--- src/core/fpl_pkg.sv ---
// Package for the flash protection and loader reset block.
// Assumes an APB slave with 32-bit data and one aligned word per register.
package fpl_pkg;

   // ==========================================================
   // Register offsets
   localparam logic [11:0] fpl_off_soft_reset_trigger = 12'h000;
   localparam logic [11:0] fpl_off_prog_low_wen = 12'h004;
   localparam logic [11:0] fpl_off_prog_high_wen = 12'h008;
   localparam logic [11:0] fpl_off_data_wen = 12'h00c;
   localparam logic [11:0] fpl_off_status = 12'h010;

   // ==========================================================
   // Reset values and field positions
   localparam logic [15:0] fpl_wen_reset = 16'h0000;
   localparam int fpl_status_loader_flag_bit = 7;
   localparam int fpl_status_busy_bit = 3;
   localparam int fpl_status_isp_bit = 4;

   // ==========================================================
   // Trigger codes and timing
   localparam logic [7:0] fpl_code_arm = 8'he1;
   localparam logic [7:0] fpl_code_enter = 8'h3e;
   localparam logic [7:0] fpl_code_exit = 8'h0e;
   localparam logic [6:0] fpl_window_cycles = 7'h7f;

   // ==========================================================
   // Memory map
   localparam logic [23:0] fpl_boot_max = 24'h0077ff;
   localparam logic [23:0] fpl_main0_lo = 24'h000000;
   localparam logic [23:0] fpl_main0_hi = 24'h01ffff;
   localparam logic [23:0] fpl_main1_lo = 24'h020000;
   localparam logic [23:0] fpl_main1_hi = 24'h03ffff;
   localparam logic [23:0] fpl_data_lo = 24'h0d0000;
   localparam logic [23:0] fpl_data_hi = 24'h0d1fff;
   localparam logic [3:0] fpl_boot_undefined = 4'hf;
   localparam logic [7:0] fpl_info0_hi = 8'h7f;
   localparam logic [7:0] fpl_func_word = 8'h7e;

   // ==========================================================
   // Carrier types
   typedef struct packed {
      logic [2:0] global_write_lock;
      logic [2:0] global_read_lock;
      logic [3:0] boot_region_end;
      logic loader_present_flag;
      logic blank;
   } fpl_prot_word_s;

   typedef struct packed {
      logic valid;
      logic write;
      logic [23:0] addr;
   } fpl_cpu_req_s;

   typedef struct packed {
      logic valid;
      logic write;
      logic prog_bank;
      logic [7:0] addr;
   } fpl_info_req_s;

endpackage : fpl_pkg

--- src/core/fpl_core.sv ---
// Flash protection checks and the software loader reset trigger.
// Assumes the protection word and run environment are stable
// between resets, and that flash busy comes from the flash controller.
//
// The register addresses and the APB register port were chosen for this implementation.
`timescale 1ns/10ps
`default_nettype none

// Contract
// - Loader entry needs internal/external run, defined boot end, loader present.
// - E1h then 3Eh within 127 cycles requests loader entry reset.
// - After loader entry, non power-on resets keep entering loader mode.
// - E1h then 0Eh within 127 cycles resets out of loader mode.
// - Loader exit cancels earlier entry; blank flags count again.
// - Loader reset waits for flash busy to end, like watchdog.
// - Boot region starts at zero, ends programmable, at most 0077FFh.
// - CPU writes to boot region always refused; reads allowed.
// - Code and data writes need section enable and lock off.
// - One enable bit per 8K program or 512-byte data section.
// - Every reset clears all section write enables.
// - Sixteen sections per block, bit zero lowest address.
// - Two or more zero write lock bits enable global write lock.
// - Majority zero read lock bits block debug reads, not CPU.
// - Information blocks are outside CPU space, reached indirectly.
// - Main blocks decode at 000000-01FFFF, 020000-03FFFF, 0D0000-0D1FFF.
// - Program info blocks 000-07F and 080-0FF; data info 000-07F.
// - First info block readable, never writable; function word 07Eh.
// - Loader flag set by entry, cleared by exit or cold reset.
module fpl_core
(
   // APB slave
   input wire logic pclk,
   input wire logic presetn,
   input wire logic psel,
   input wire logic penable,
   input wire logic pwrite,
   input wire logic [11:0] paddr,
   input wire logic [31:0] pwdata,
   output logic [31:0] prdata,
   output logic pready,
   output logic pslverr,
   // Reset cause and device environment
   input wire logic cold_reset,
   input wire logic internal_run_environment,
   input wire logic external_run_environment,
   input wire fpl_pkg::fpl_prot_word_s prot_word,
   input wire logic flash_busy,
   // Memory access checks
   input wire fpl_pkg::fpl_cpu_req_s cpu_req,
   output logic cpu_allow,
   input wire fpl_pkg::fpl_info_req_s info_req,
   output logic info_allow,
   input wire logic debug_read,
   output logic debug_read_allow,
   // Reset request and loader mode
   output logic loader_reset_req,
   output logic in_system_programming_mode
);

   // ==========================================================
   // State
   typedef enum logic [1:0] {st_idle, st_armed, st_wait} fpl_trig_e;

   typedef struct packed {
      fpl_trig_e trig;
      logic [6:0] cnt;
      logic entry_pending;
      logic [15:0] prog_low_wen;
      logic [15:0] prog_high_wen;
      logic [15:0] data_wen;
      logic sticky_entry;
      logic loader_flag;
      logic [31:0] rdata;
      logic reset_req;
   } fpl_state_s;

   fpl_state_s s_q;
   fpl_state_s s_d;

   // ==========================================================
   // Functions
   function automatic logic majority_zero(input logic [2:0] b);
      majority_zero = (b[0] ~^ b[1]) ? ~b[0] : ~b[2];
   endfunction : majority_zero

   function automatic logic in_range(input logic [23:0] a,
                                     input logic [23:0] lo,
                                     input logic [23:0] hi);
      in_range = (a >= lo) && (a <= hi);
   endfunction : in_range

   // ==========================================================
   // Protection decode
   logic write_lock;
   logic read_lock;
   logic boot_defined;
   logic [23:0] boot_end;
   logic in_boot;
   logic in_main0;
   logic in_main1;
   logic in_data;
   logic sect_en;
   logic entry_ok;

   assign write_lock = majority_zero(prot_word.global_write_lock);
   assign read_lock = majority_zero(prot_word.global_read_lock);
   assign debug_read_allow = debug_read & ~read_lock;

   assign boot_defined = prot_word.boot_region_end != fpl_pkg::fpl_boot_undefined;
   assign boot_end = boot_defined ?
      {9'h000, prot_word.boot_region_end[2:0], 12'h000} + 24'h0007ff : 24'h0;
   assign in_boot = boot_defined && (cpu_req.addr <= boot_end) &&
                    (boot_end <= fpl_pkg::fpl_boot_max);

   assign in_main0 = in_range(cpu_req.addr, fpl_pkg::fpl_main0_lo,
                              fpl_pkg::fpl_main0_hi);
   assign in_main1 = in_range(cpu_req.addr, fpl_pkg::fpl_main1_lo,
                              fpl_pkg::fpl_main1_hi);
   assign in_data = in_range(cpu_req.addr, fpl_pkg::fpl_data_lo,
                             fpl_pkg::fpl_data_hi);

   always_comb
   begin
      if (in_main0)
         sect_en = s_q.prog_low_wen[cpu_req.addr[16:13]];
      else if (in_main1)
         sect_en = s_q.prog_high_wen[cpu_req.addr[16:13]];
      else if (in_data)
         sect_en = s_q.data_wen[cpu_req.addr[12:9]];
      else
         sect_en = 1'b0;
   end

   always_comb
   begin
      cpu_allow = 1'b0;
      if (cpu_req.valid)
      begin
         if (!cpu_req.write)
            cpu_allow = in_main0 | in_main1 | in_data;
         else if (in_boot)
            cpu_allow = 1'b0;
         else
            cpu_allow = sect_en & ~write_lock;
      end
   end

   always_comb
   begin
      info_allow = 1'b0;
      if (info_req.valid)
      begin
         if (!info_req.write)
            info_allow = 1'b1;
         else if (info_req.prog_bank && (info_req.addr <= fpl_pkg::fpl_info0_hi))
            info_allow = 1'b0;
         else if (info_req.prog_bank)
            info_allow = ~write_lock & s_q.prog_high_wen[0];
         else
            info_allow = ~write_lock & ~info_req.addr[7];
      end
   end

   assign entry_ok = (internal_run_environment | external_run_environment) &
                     boot_defined & prot_word.loader_present_flag;

   // ==========================================================
   // APB and trigger
   logic wr_en;
   logic rd_en;
   logic [7:0] wbyte;
   assign wr_en = psel & penable & pwrite;
   assign rd_en = psel & ~penable & ~pwrite;
   assign wbyte = pwdata[7:0];

   always_comb
   begin
      s_d = s_q;
      if (rd_en)
      begin
         case (paddr)
            fpl_pkg::fpl_off_prog_low_wen: s_d.rdata = {16'h0000, s_q.prog_low_wen};
            fpl_pkg::fpl_off_prog_high_wen: s_d.rdata = {16'h0000, s_q.prog_high_wen};
            fpl_pkg::fpl_off_data_wen: s_d.rdata = {16'h0000, s_q.data_wen};
            fpl_pkg::fpl_off_status:
            begin
               s_d.rdata = 32'h0;
               s_d.rdata[fpl_pkg::fpl_status_loader_flag_bit] = s_q.loader_flag;
               s_d.rdata[fpl_pkg::fpl_status_isp_bit] = s_q.sticky_entry;
               s_d.rdata[fpl_pkg::fpl_status_busy_bit] = flash_busy;
            end
            default: s_d.rdata = 32'h0;
         endcase
      end
      if (s_q.trig == st_armed)
      begin
         if (s_q.cnt == fpl_pkg::fpl_window_cycles)
            s_d.trig = st_idle;
         else
            s_d.cnt = s_q.cnt + 7'h01;
      end
      if (wr_en)
      begin
         case (paddr)
            fpl_pkg::fpl_off_prog_low_wen: s_d.prog_low_wen = pwdata[15:0];
            fpl_pkg::fpl_off_prog_high_wen: s_d.prog_high_wen = pwdata[15:0];
            fpl_pkg::fpl_off_data_wen: s_d.data_wen = pwdata[15:0];
            fpl_pkg::fpl_off_soft_reset_trigger:
            begin
               if (s_q.trig == st_armed && wbyte == fpl_pkg::fpl_code_enter)
               begin
                  s_d.trig = entry_ok ? st_wait : st_idle;
                  s_d.entry_pending = entry_ok;
               end
               else if (s_q.trig == st_armed && wbyte == fpl_pkg::fpl_code_exit)
               begin
                  s_d.trig = st_wait;
                  s_d.entry_pending = 1'b0;
               end
               else if (s_q.trig != st_wait && wbyte == fpl_pkg::fpl_code_arm)
               begin
                  s_d.trig = st_armed;
                  s_d.cnt = 7'h00;
               end
               else if (s_q.trig != st_wait)
                  s_d.trig = st_idle;
            end
            default: ;
         endcase
      end
      if (s_q.trig == st_wait && !flash_busy)
      begin
         s_d.reset_req = 1'b1;
         s_d.trig = st_idle;
         s_d.sticky_entry = s_q.entry_pending;
         s_d.loader_flag = s_q.entry_pending;
      end
   end

   // reset clears enables
   // Loader state survives warm resets; a cold reset or a loader exit clears it.
   always_ff @(posedge pclk or negedge presetn)
   begin
      if (!presetn)
      begin
         s_q.trig <= st_idle;
         s_q.cnt <= 7'h00;
         s_q.entry_pending <= 1'b0;
         s_q.prog_low_wen <= fpl_pkg::fpl_wen_reset;
         s_q.prog_high_wen <= fpl_pkg::fpl_wen_reset;
         s_q.data_wen <= fpl_pkg::fpl_wen_reset;
         s_q.rdata <= 32'h0;
         s_q.reset_req <= 1'b0;
      end
      else
      begin
         s_q.trig <= s_d.trig;
         s_q.cnt <= s_d.cnt;
         s_q.entry_pending <= s_d.entry_pending;
         s_q.prog_low_wen <= s_d.prog_low_wen;
         s_q.prog_high_wen <= s_d.prog_high_wen;
         s_q.data_wen <= s_d.data_wen;
         s_q.rdata <= s_d.rdata;
         s_q.reset_req <= s_d.reset_req;
         if (cold_reset)
         begin
            s_q.sticky_entry <= 1'b0;
            s_q.loader_flag <= 1'b0;
         end
         else
         begin
            s_q.sticky_entry <= s_d.sticky_entry;
            s_q.loader_flag <= s_d.loader_flag;
         end
      end
   end

   assign prdata = s_q.rdata;
   assign pready = 1'b1;
   assign pslverr = 1'b0;
   assign loader_reset_req = s_q.reset_req;
   assign in_system_programming_mode = s_q.sticky_entry | prot_word.blank;

endmodule : fpl_core
`default_nettype wire

--- config.mk ---
export PLATFORM = sky130hd
export DESIGN_NAME = fpl_core
export DESIGN_NICKNAME = d
export VERILOG_FILES = /design/src/core/fpl_pkg.sv /design/src/core/fpl_core.sv
export SDC_FILE = /design/constraint.sdc
export NUM_CORES = 1
export LEC_CHECK = 0
export BUFFER_PORTS_ARGS = -buffer_cell sky130_fd_sc_hd__buf_2
export CORE_MARGIN = 5
export CORE_UTILIZATION = 58
export CTS_BUF_LIST = sky130_fd_sc_hd__clkbuf_8
export DETAILED_ROUTE_END_ITERATION = 16
export PLACE_DENSITY = 0.85
export SKIP_LAST_GASP = 1
export SYNTH_ARGS = -nofsm -noshare
export SYNTH_HDL_FRONTEND = slang
export SYNTH_SLANG_ARGS = --single-unit
--- constraint.sdc ---
create_clock -name pclk -period 4.2 [get_ports pclk]
set_input_delay 0.84 -clock pclk [delete_from_list [all_inputs] [get_ports pclk]]
set_output_delay 0.84 -clock pclk [all_outputs]
set_load 0.02 [all_outputs]
==> results.cfg <==
[routing]
vias = 3743
totalWireLength_um = 11800
antenna_violating_nets_post_route = 0
count_of_unresolved_drc_violations_after_routing = 0
avgRoutedWirePerCell_um = 18.9
detail_route.vias_per_cell = 5.98
detailedRoute.firstIterationViolations = 212
total_iterations_of_the_first_detailed_routing_run = 6

[finish]
fraction_of_final_layout_cells_sized_beyond_drive_strength_1_pct = 34.9
final_layout_fill_cell_count = 571
area_growth_pct = 13.3
finish.net_count = 632
finished_layout_cell_area_mm2 = 0.00534
antennaDiodeCount = 0
share_of_the_core_filled_with_cells_in_the_final_layout_pct = 68.3

[yosys]
syn_area_mm2 = 0.00471
synth_enable_flop_cells = 2
syn-instance-count = 435
postSynth.topFlopCell = sky130_fd_sc_hd__dfrtp_1
synth_async_sr_flop_share_pct = 97.4
ys_seq_elements = 77
synth.avg_cell_area_um2 = 10.8
ys.warnings.count = 0
synth_sequential_area_ratio_pct = 41.1
synth_cell_type_count = 58

[timing]
post-route-worst-setup-slack_ns = 0.416
finalClockSkew_ns = 0.0108
tightest_slew_ns = 0.881
tns_ns = 0
finalHoldViolations = 0
max_clock_freq_mhz = 264
fin_crit_sh_pct = 90.1
slew_headroom_pct = 41.3
setup_viol_count_final = 0
grt_setup_unrepaired = false
finalMaxSlewViolations = 0
period_minus_slack_ns = 3.78

[setup_path]
path_class = in -> out
reg2reg_slack_ns = 2.63
worstSetupStartpoint = cpu_req[13]
cp_data_required_time_ns = 3.36
worst_setup_path_end_kind = output pin
crit_reg_reg_startpoint = s_q[92]
startpoint_class = input pin
cp.arrival_ns = 2.94
critPathMaxFanout = 18

[global_routing]
globalRouteTotalUtil_pct = 23.7
antenna_found_initial = 0
grt.overflow.total = 0
first_global_vias = 3772
grt_max_degree = 30
global_route_wire_length_before_repair_um = 18500

[die]
die_area_mm2 = 0.0100
die_width_um = 100
placeableCoreArea_mm2 = 0.00781
row_count = 32
io_pins = 142
die_height_um = 100
initial_utilization_pct = 60.4

[power_and_ir_drop]
report.power.total_uw = 1600
power_density_mw_per_mm2 = 299
power_frac_comb_pct = 9.8
total_switching_power_uw = 370
power.share.sequential_pct = 46.7
vdd.ir_drop.worst_uv = 183
clkPwrFrac_pct = 43.5
p_int_uw = 1230
leakage_uw = 0.00263
switching_share_pct = 23.2

[clocking]
clock_path_buffers = 2
clock_slew_at_reported_path_ffs_ns = 0.08
cts_resized = 0
cts.sinks = 77
clock_insertion_delay_worst_skew_ns = 0.36
cts_hold_buffers = 0
h_tree_levels = 3
cts_root_buf = sky130_fd_sc_hd__clkbuf_8
cts_tree = yes
tritoncts.num_buffers = 9
post_cts_buffers = 0

[place]
io_buffer_count = 100
detailedPlacementHpwl_um = 8720
dpl_worst_slack_ns = 0.525
place_area_mm2 = 0.00509
finalWeightedCongestion = 0.956

[min_path]
hold_class = reg -> reg
worst_hold_startpoint = loader_reset_req

[flow_run]
max_cap_viol_count = 0

[outcome]
outcome = finished, final reports clean
==> path summary, 6_finish.rpt <==
check | end | depth (start not counted)
worst max-delay path | cpu_allow | 8
worst min-delay path | loader_reset_req | 1
worst max register to register | s_q[83] | 5
worst min register to register | loader_reset_req | 1
max in group asynchronous | s_q[56] | 2
min in group asynchronous | s_q[90] | 1
==> cells by family (layout without fill, tap and decap cells) <==
family                     after synthesis  count (layout)  share of synthesized area (%)
and+or+nand+nor                        115             115                           12.6
AOI/OAI and AO/OA                       80              80                           10.9
muxes                                   89              89                           23.1
buffers and inverters                   56             129                           8.34
xor gates and xnor gates                 4               4                          0.744
other                                    2              18                          0.159
DFF                                     77              77                           41.1
adders and majority gates               12              12                           3.08
==> metrics by stage <==
step           hold slack, ns  cells
2_1_floorplan           0.451    451
3_3_place_gp            0.449    610
3_5_place_dp            0.448    610
4_1_cts                 0.468    626
5_1_grt                 0.499    626
6_report                0.463    626
==> routing by layer <==
| layer | up-vias | share of wire, % | routed length, µm | global-route usage [%] |
|---|---|---|---|---|
| li1 | 1694 | - | - | - |
| met1 | 1807 | 39 | 4630 | 28.7 |
| met4 | 0 | 3.2 | 382 | 12.4 |
| met5 | - | 0 | 0 | 0 |
| met2 | 208 | 48 | 5660 | 38.4 |
| met3 | 34 | 9.7 | 1140 | 6.46 |
==> registers in the layout, indices dropped and copies added, names as in the netlist <==
register          count
loader_reset_req      1
s_q                  60
prdata               16
==> power groups by stage <==
stage                     Clock [µW]  Combinational, µW  Sequential (µW)
after floorplan                    0               86.0              761
after global placement             0                149              761
after detailed placement           0                154              761
after CTS                        698                155              747
after global routing             733                172              747
final                            695                156              747
==> cell usage in the layout (no fill, tap or decap), types with 3 or more instances in the layout <==
cell	instances
sky130_fd_sc_hd__mux4_2	4
sky130_fd_sc_hd__mux2_2	27
sky130_fd_sc_hd__a21boi_0	3
sky130_fd_sc_hd__bufinv_16	3
sky130_fd_sc_hd__mux2i_1	28
sky130_fd_sc_hd__o21ai_0	24
sky130_fd_sc_hd__mux2_1	10
sky130_fd_sc_hd__dfrtp_1	75
sky130_fd_sc_hd__mux2_4	20
sky130_fd_sc_hd__nand2_1	29
sky130_fd_sc_hd__and3_1	4
sky130_fd_sc_hd__conb_1	18
sky130_fd_sc_hd__inv_1	6
sky130_fd_sc_hd__a22oi_1	4
sky130_fd_sc_hd__nor4_2	3
sky130_fd_sc_hd__a31oi_1	3
sky130_fd_sc_hd__ha_1	10
sky130_fd_sc_hd__nand3_1	10
sky130_fd_sc_hd__a22o_1	4
sky130_fd_sc_hd__nor2_1	39
sky130_fd_sc_hd__nand4_1	3
sky130_fd_sc_hd__o221ai_1	4
sky130_fd_sc_hd__a221o_1	3
sky130_fd_sc_hd__nor2b_1	6
sky130_fd_sc_hd__clkbuf_8	11
sky130_fd_sc_hd__buf_2	100
sky130_fd_sc_hd__a21oi_1	21
sky130_fd_sc_hd__xor2_1	3
sky130_fd_sc_hd__buf_4	8
==> layout make-up <==
cell class                      instances  area, µm²  share of cell area, %
Clock buffer                           11        151                   2.84
Clock inverter                          5       98.8                   1.85
Inverter                                5       18.8                  0.352
Multi-Input combinational cell        318       2440                   45.8
Sequential cell                        77       1940                   36.3
Tap cell                              102        128                   2.39
Timing Repair Buffer                  108        561                   10.5
==> worst max-delay path, cell delays in order <==
cell	delay, ns
sky130_fd_sc_hd__buf_2	0.41
sky130_fd_sc_hd__mux2i_1	0.18
sky130_fd_sc_hd__a22oi_1	0.22
sky130_fd_sc_hd__o221ai_1	0.14
sky130_fd_sc_hd__a222oi_1	0.45
sky130_fd_sc_hd__a21oi_1	0.12
sky130_fd_sc_hd__a211oi_1	0.34
sky130_fd_sc_hd__buf_2	0.24
==> Yosys cell counts, types with 3 or more instances <==
cell type	n	share of area, %
sky130_fd_sc_hd__o221ai_1	4	0.74
sky130_fd_sc_hd__nand4_1	3	0.40
sky130_fd_sc_hd__clkbuf_1	9	0.72
sky130_fd_sc_hd__a221o_1	3	0.64
sky130_fd_sc_hd__mux2i_1	28	5.9
sky130_fd_sc_hd__mux4_2	4	1.9
sky130_fd_sc_hd__nor4_2	3	0.80
sky130_fd_sc_hd__nor2_1	39	3.1
sky130_fd_sc_hd__nand3_1	10	1.1
sky130_fd_sc_hd__mux2_4	20	6.4
sky130_fd_sc_hd__ha_1	10	2.7
sky130_fd_sc_hd__o21ai_0	24	2.5
sky130_fd_sc_hd__a21oi_1	21	2.2
sky130_fd_sc_hd__a22oi_1	4	0.64
sky130_fd_sc_hd__buf_4	35	5.6
sky130_fd_sc_hd__a21boi_0	3	0.48
sky130_fd_sc_hd__dfrtp_1	75	40
sky130_fd_sc_hd__a22o_1	4	0.74
sky130_fd_sc_hd__and3_1	4	0.53
sky130_fd_sc_hd__a31oi_1	3	0.40
sky130_fd_sc_hd__inv_1	5	0.40
sky130_fd_sc_hd__mux2_1	10	2.4
sky130_fd_sc_hd__nor2b_1	6	0.80
sky130_fd_sc_hd__xor2_1	3	0.56
sky130_fd_sc_hd__mux2_2	27	6.5
sky130_fd_sc_hd__nand2_1	29	2.3
sky130_fd_sc_hd__buf_2	3	0.32
Power figures use the tool's default switching activity.
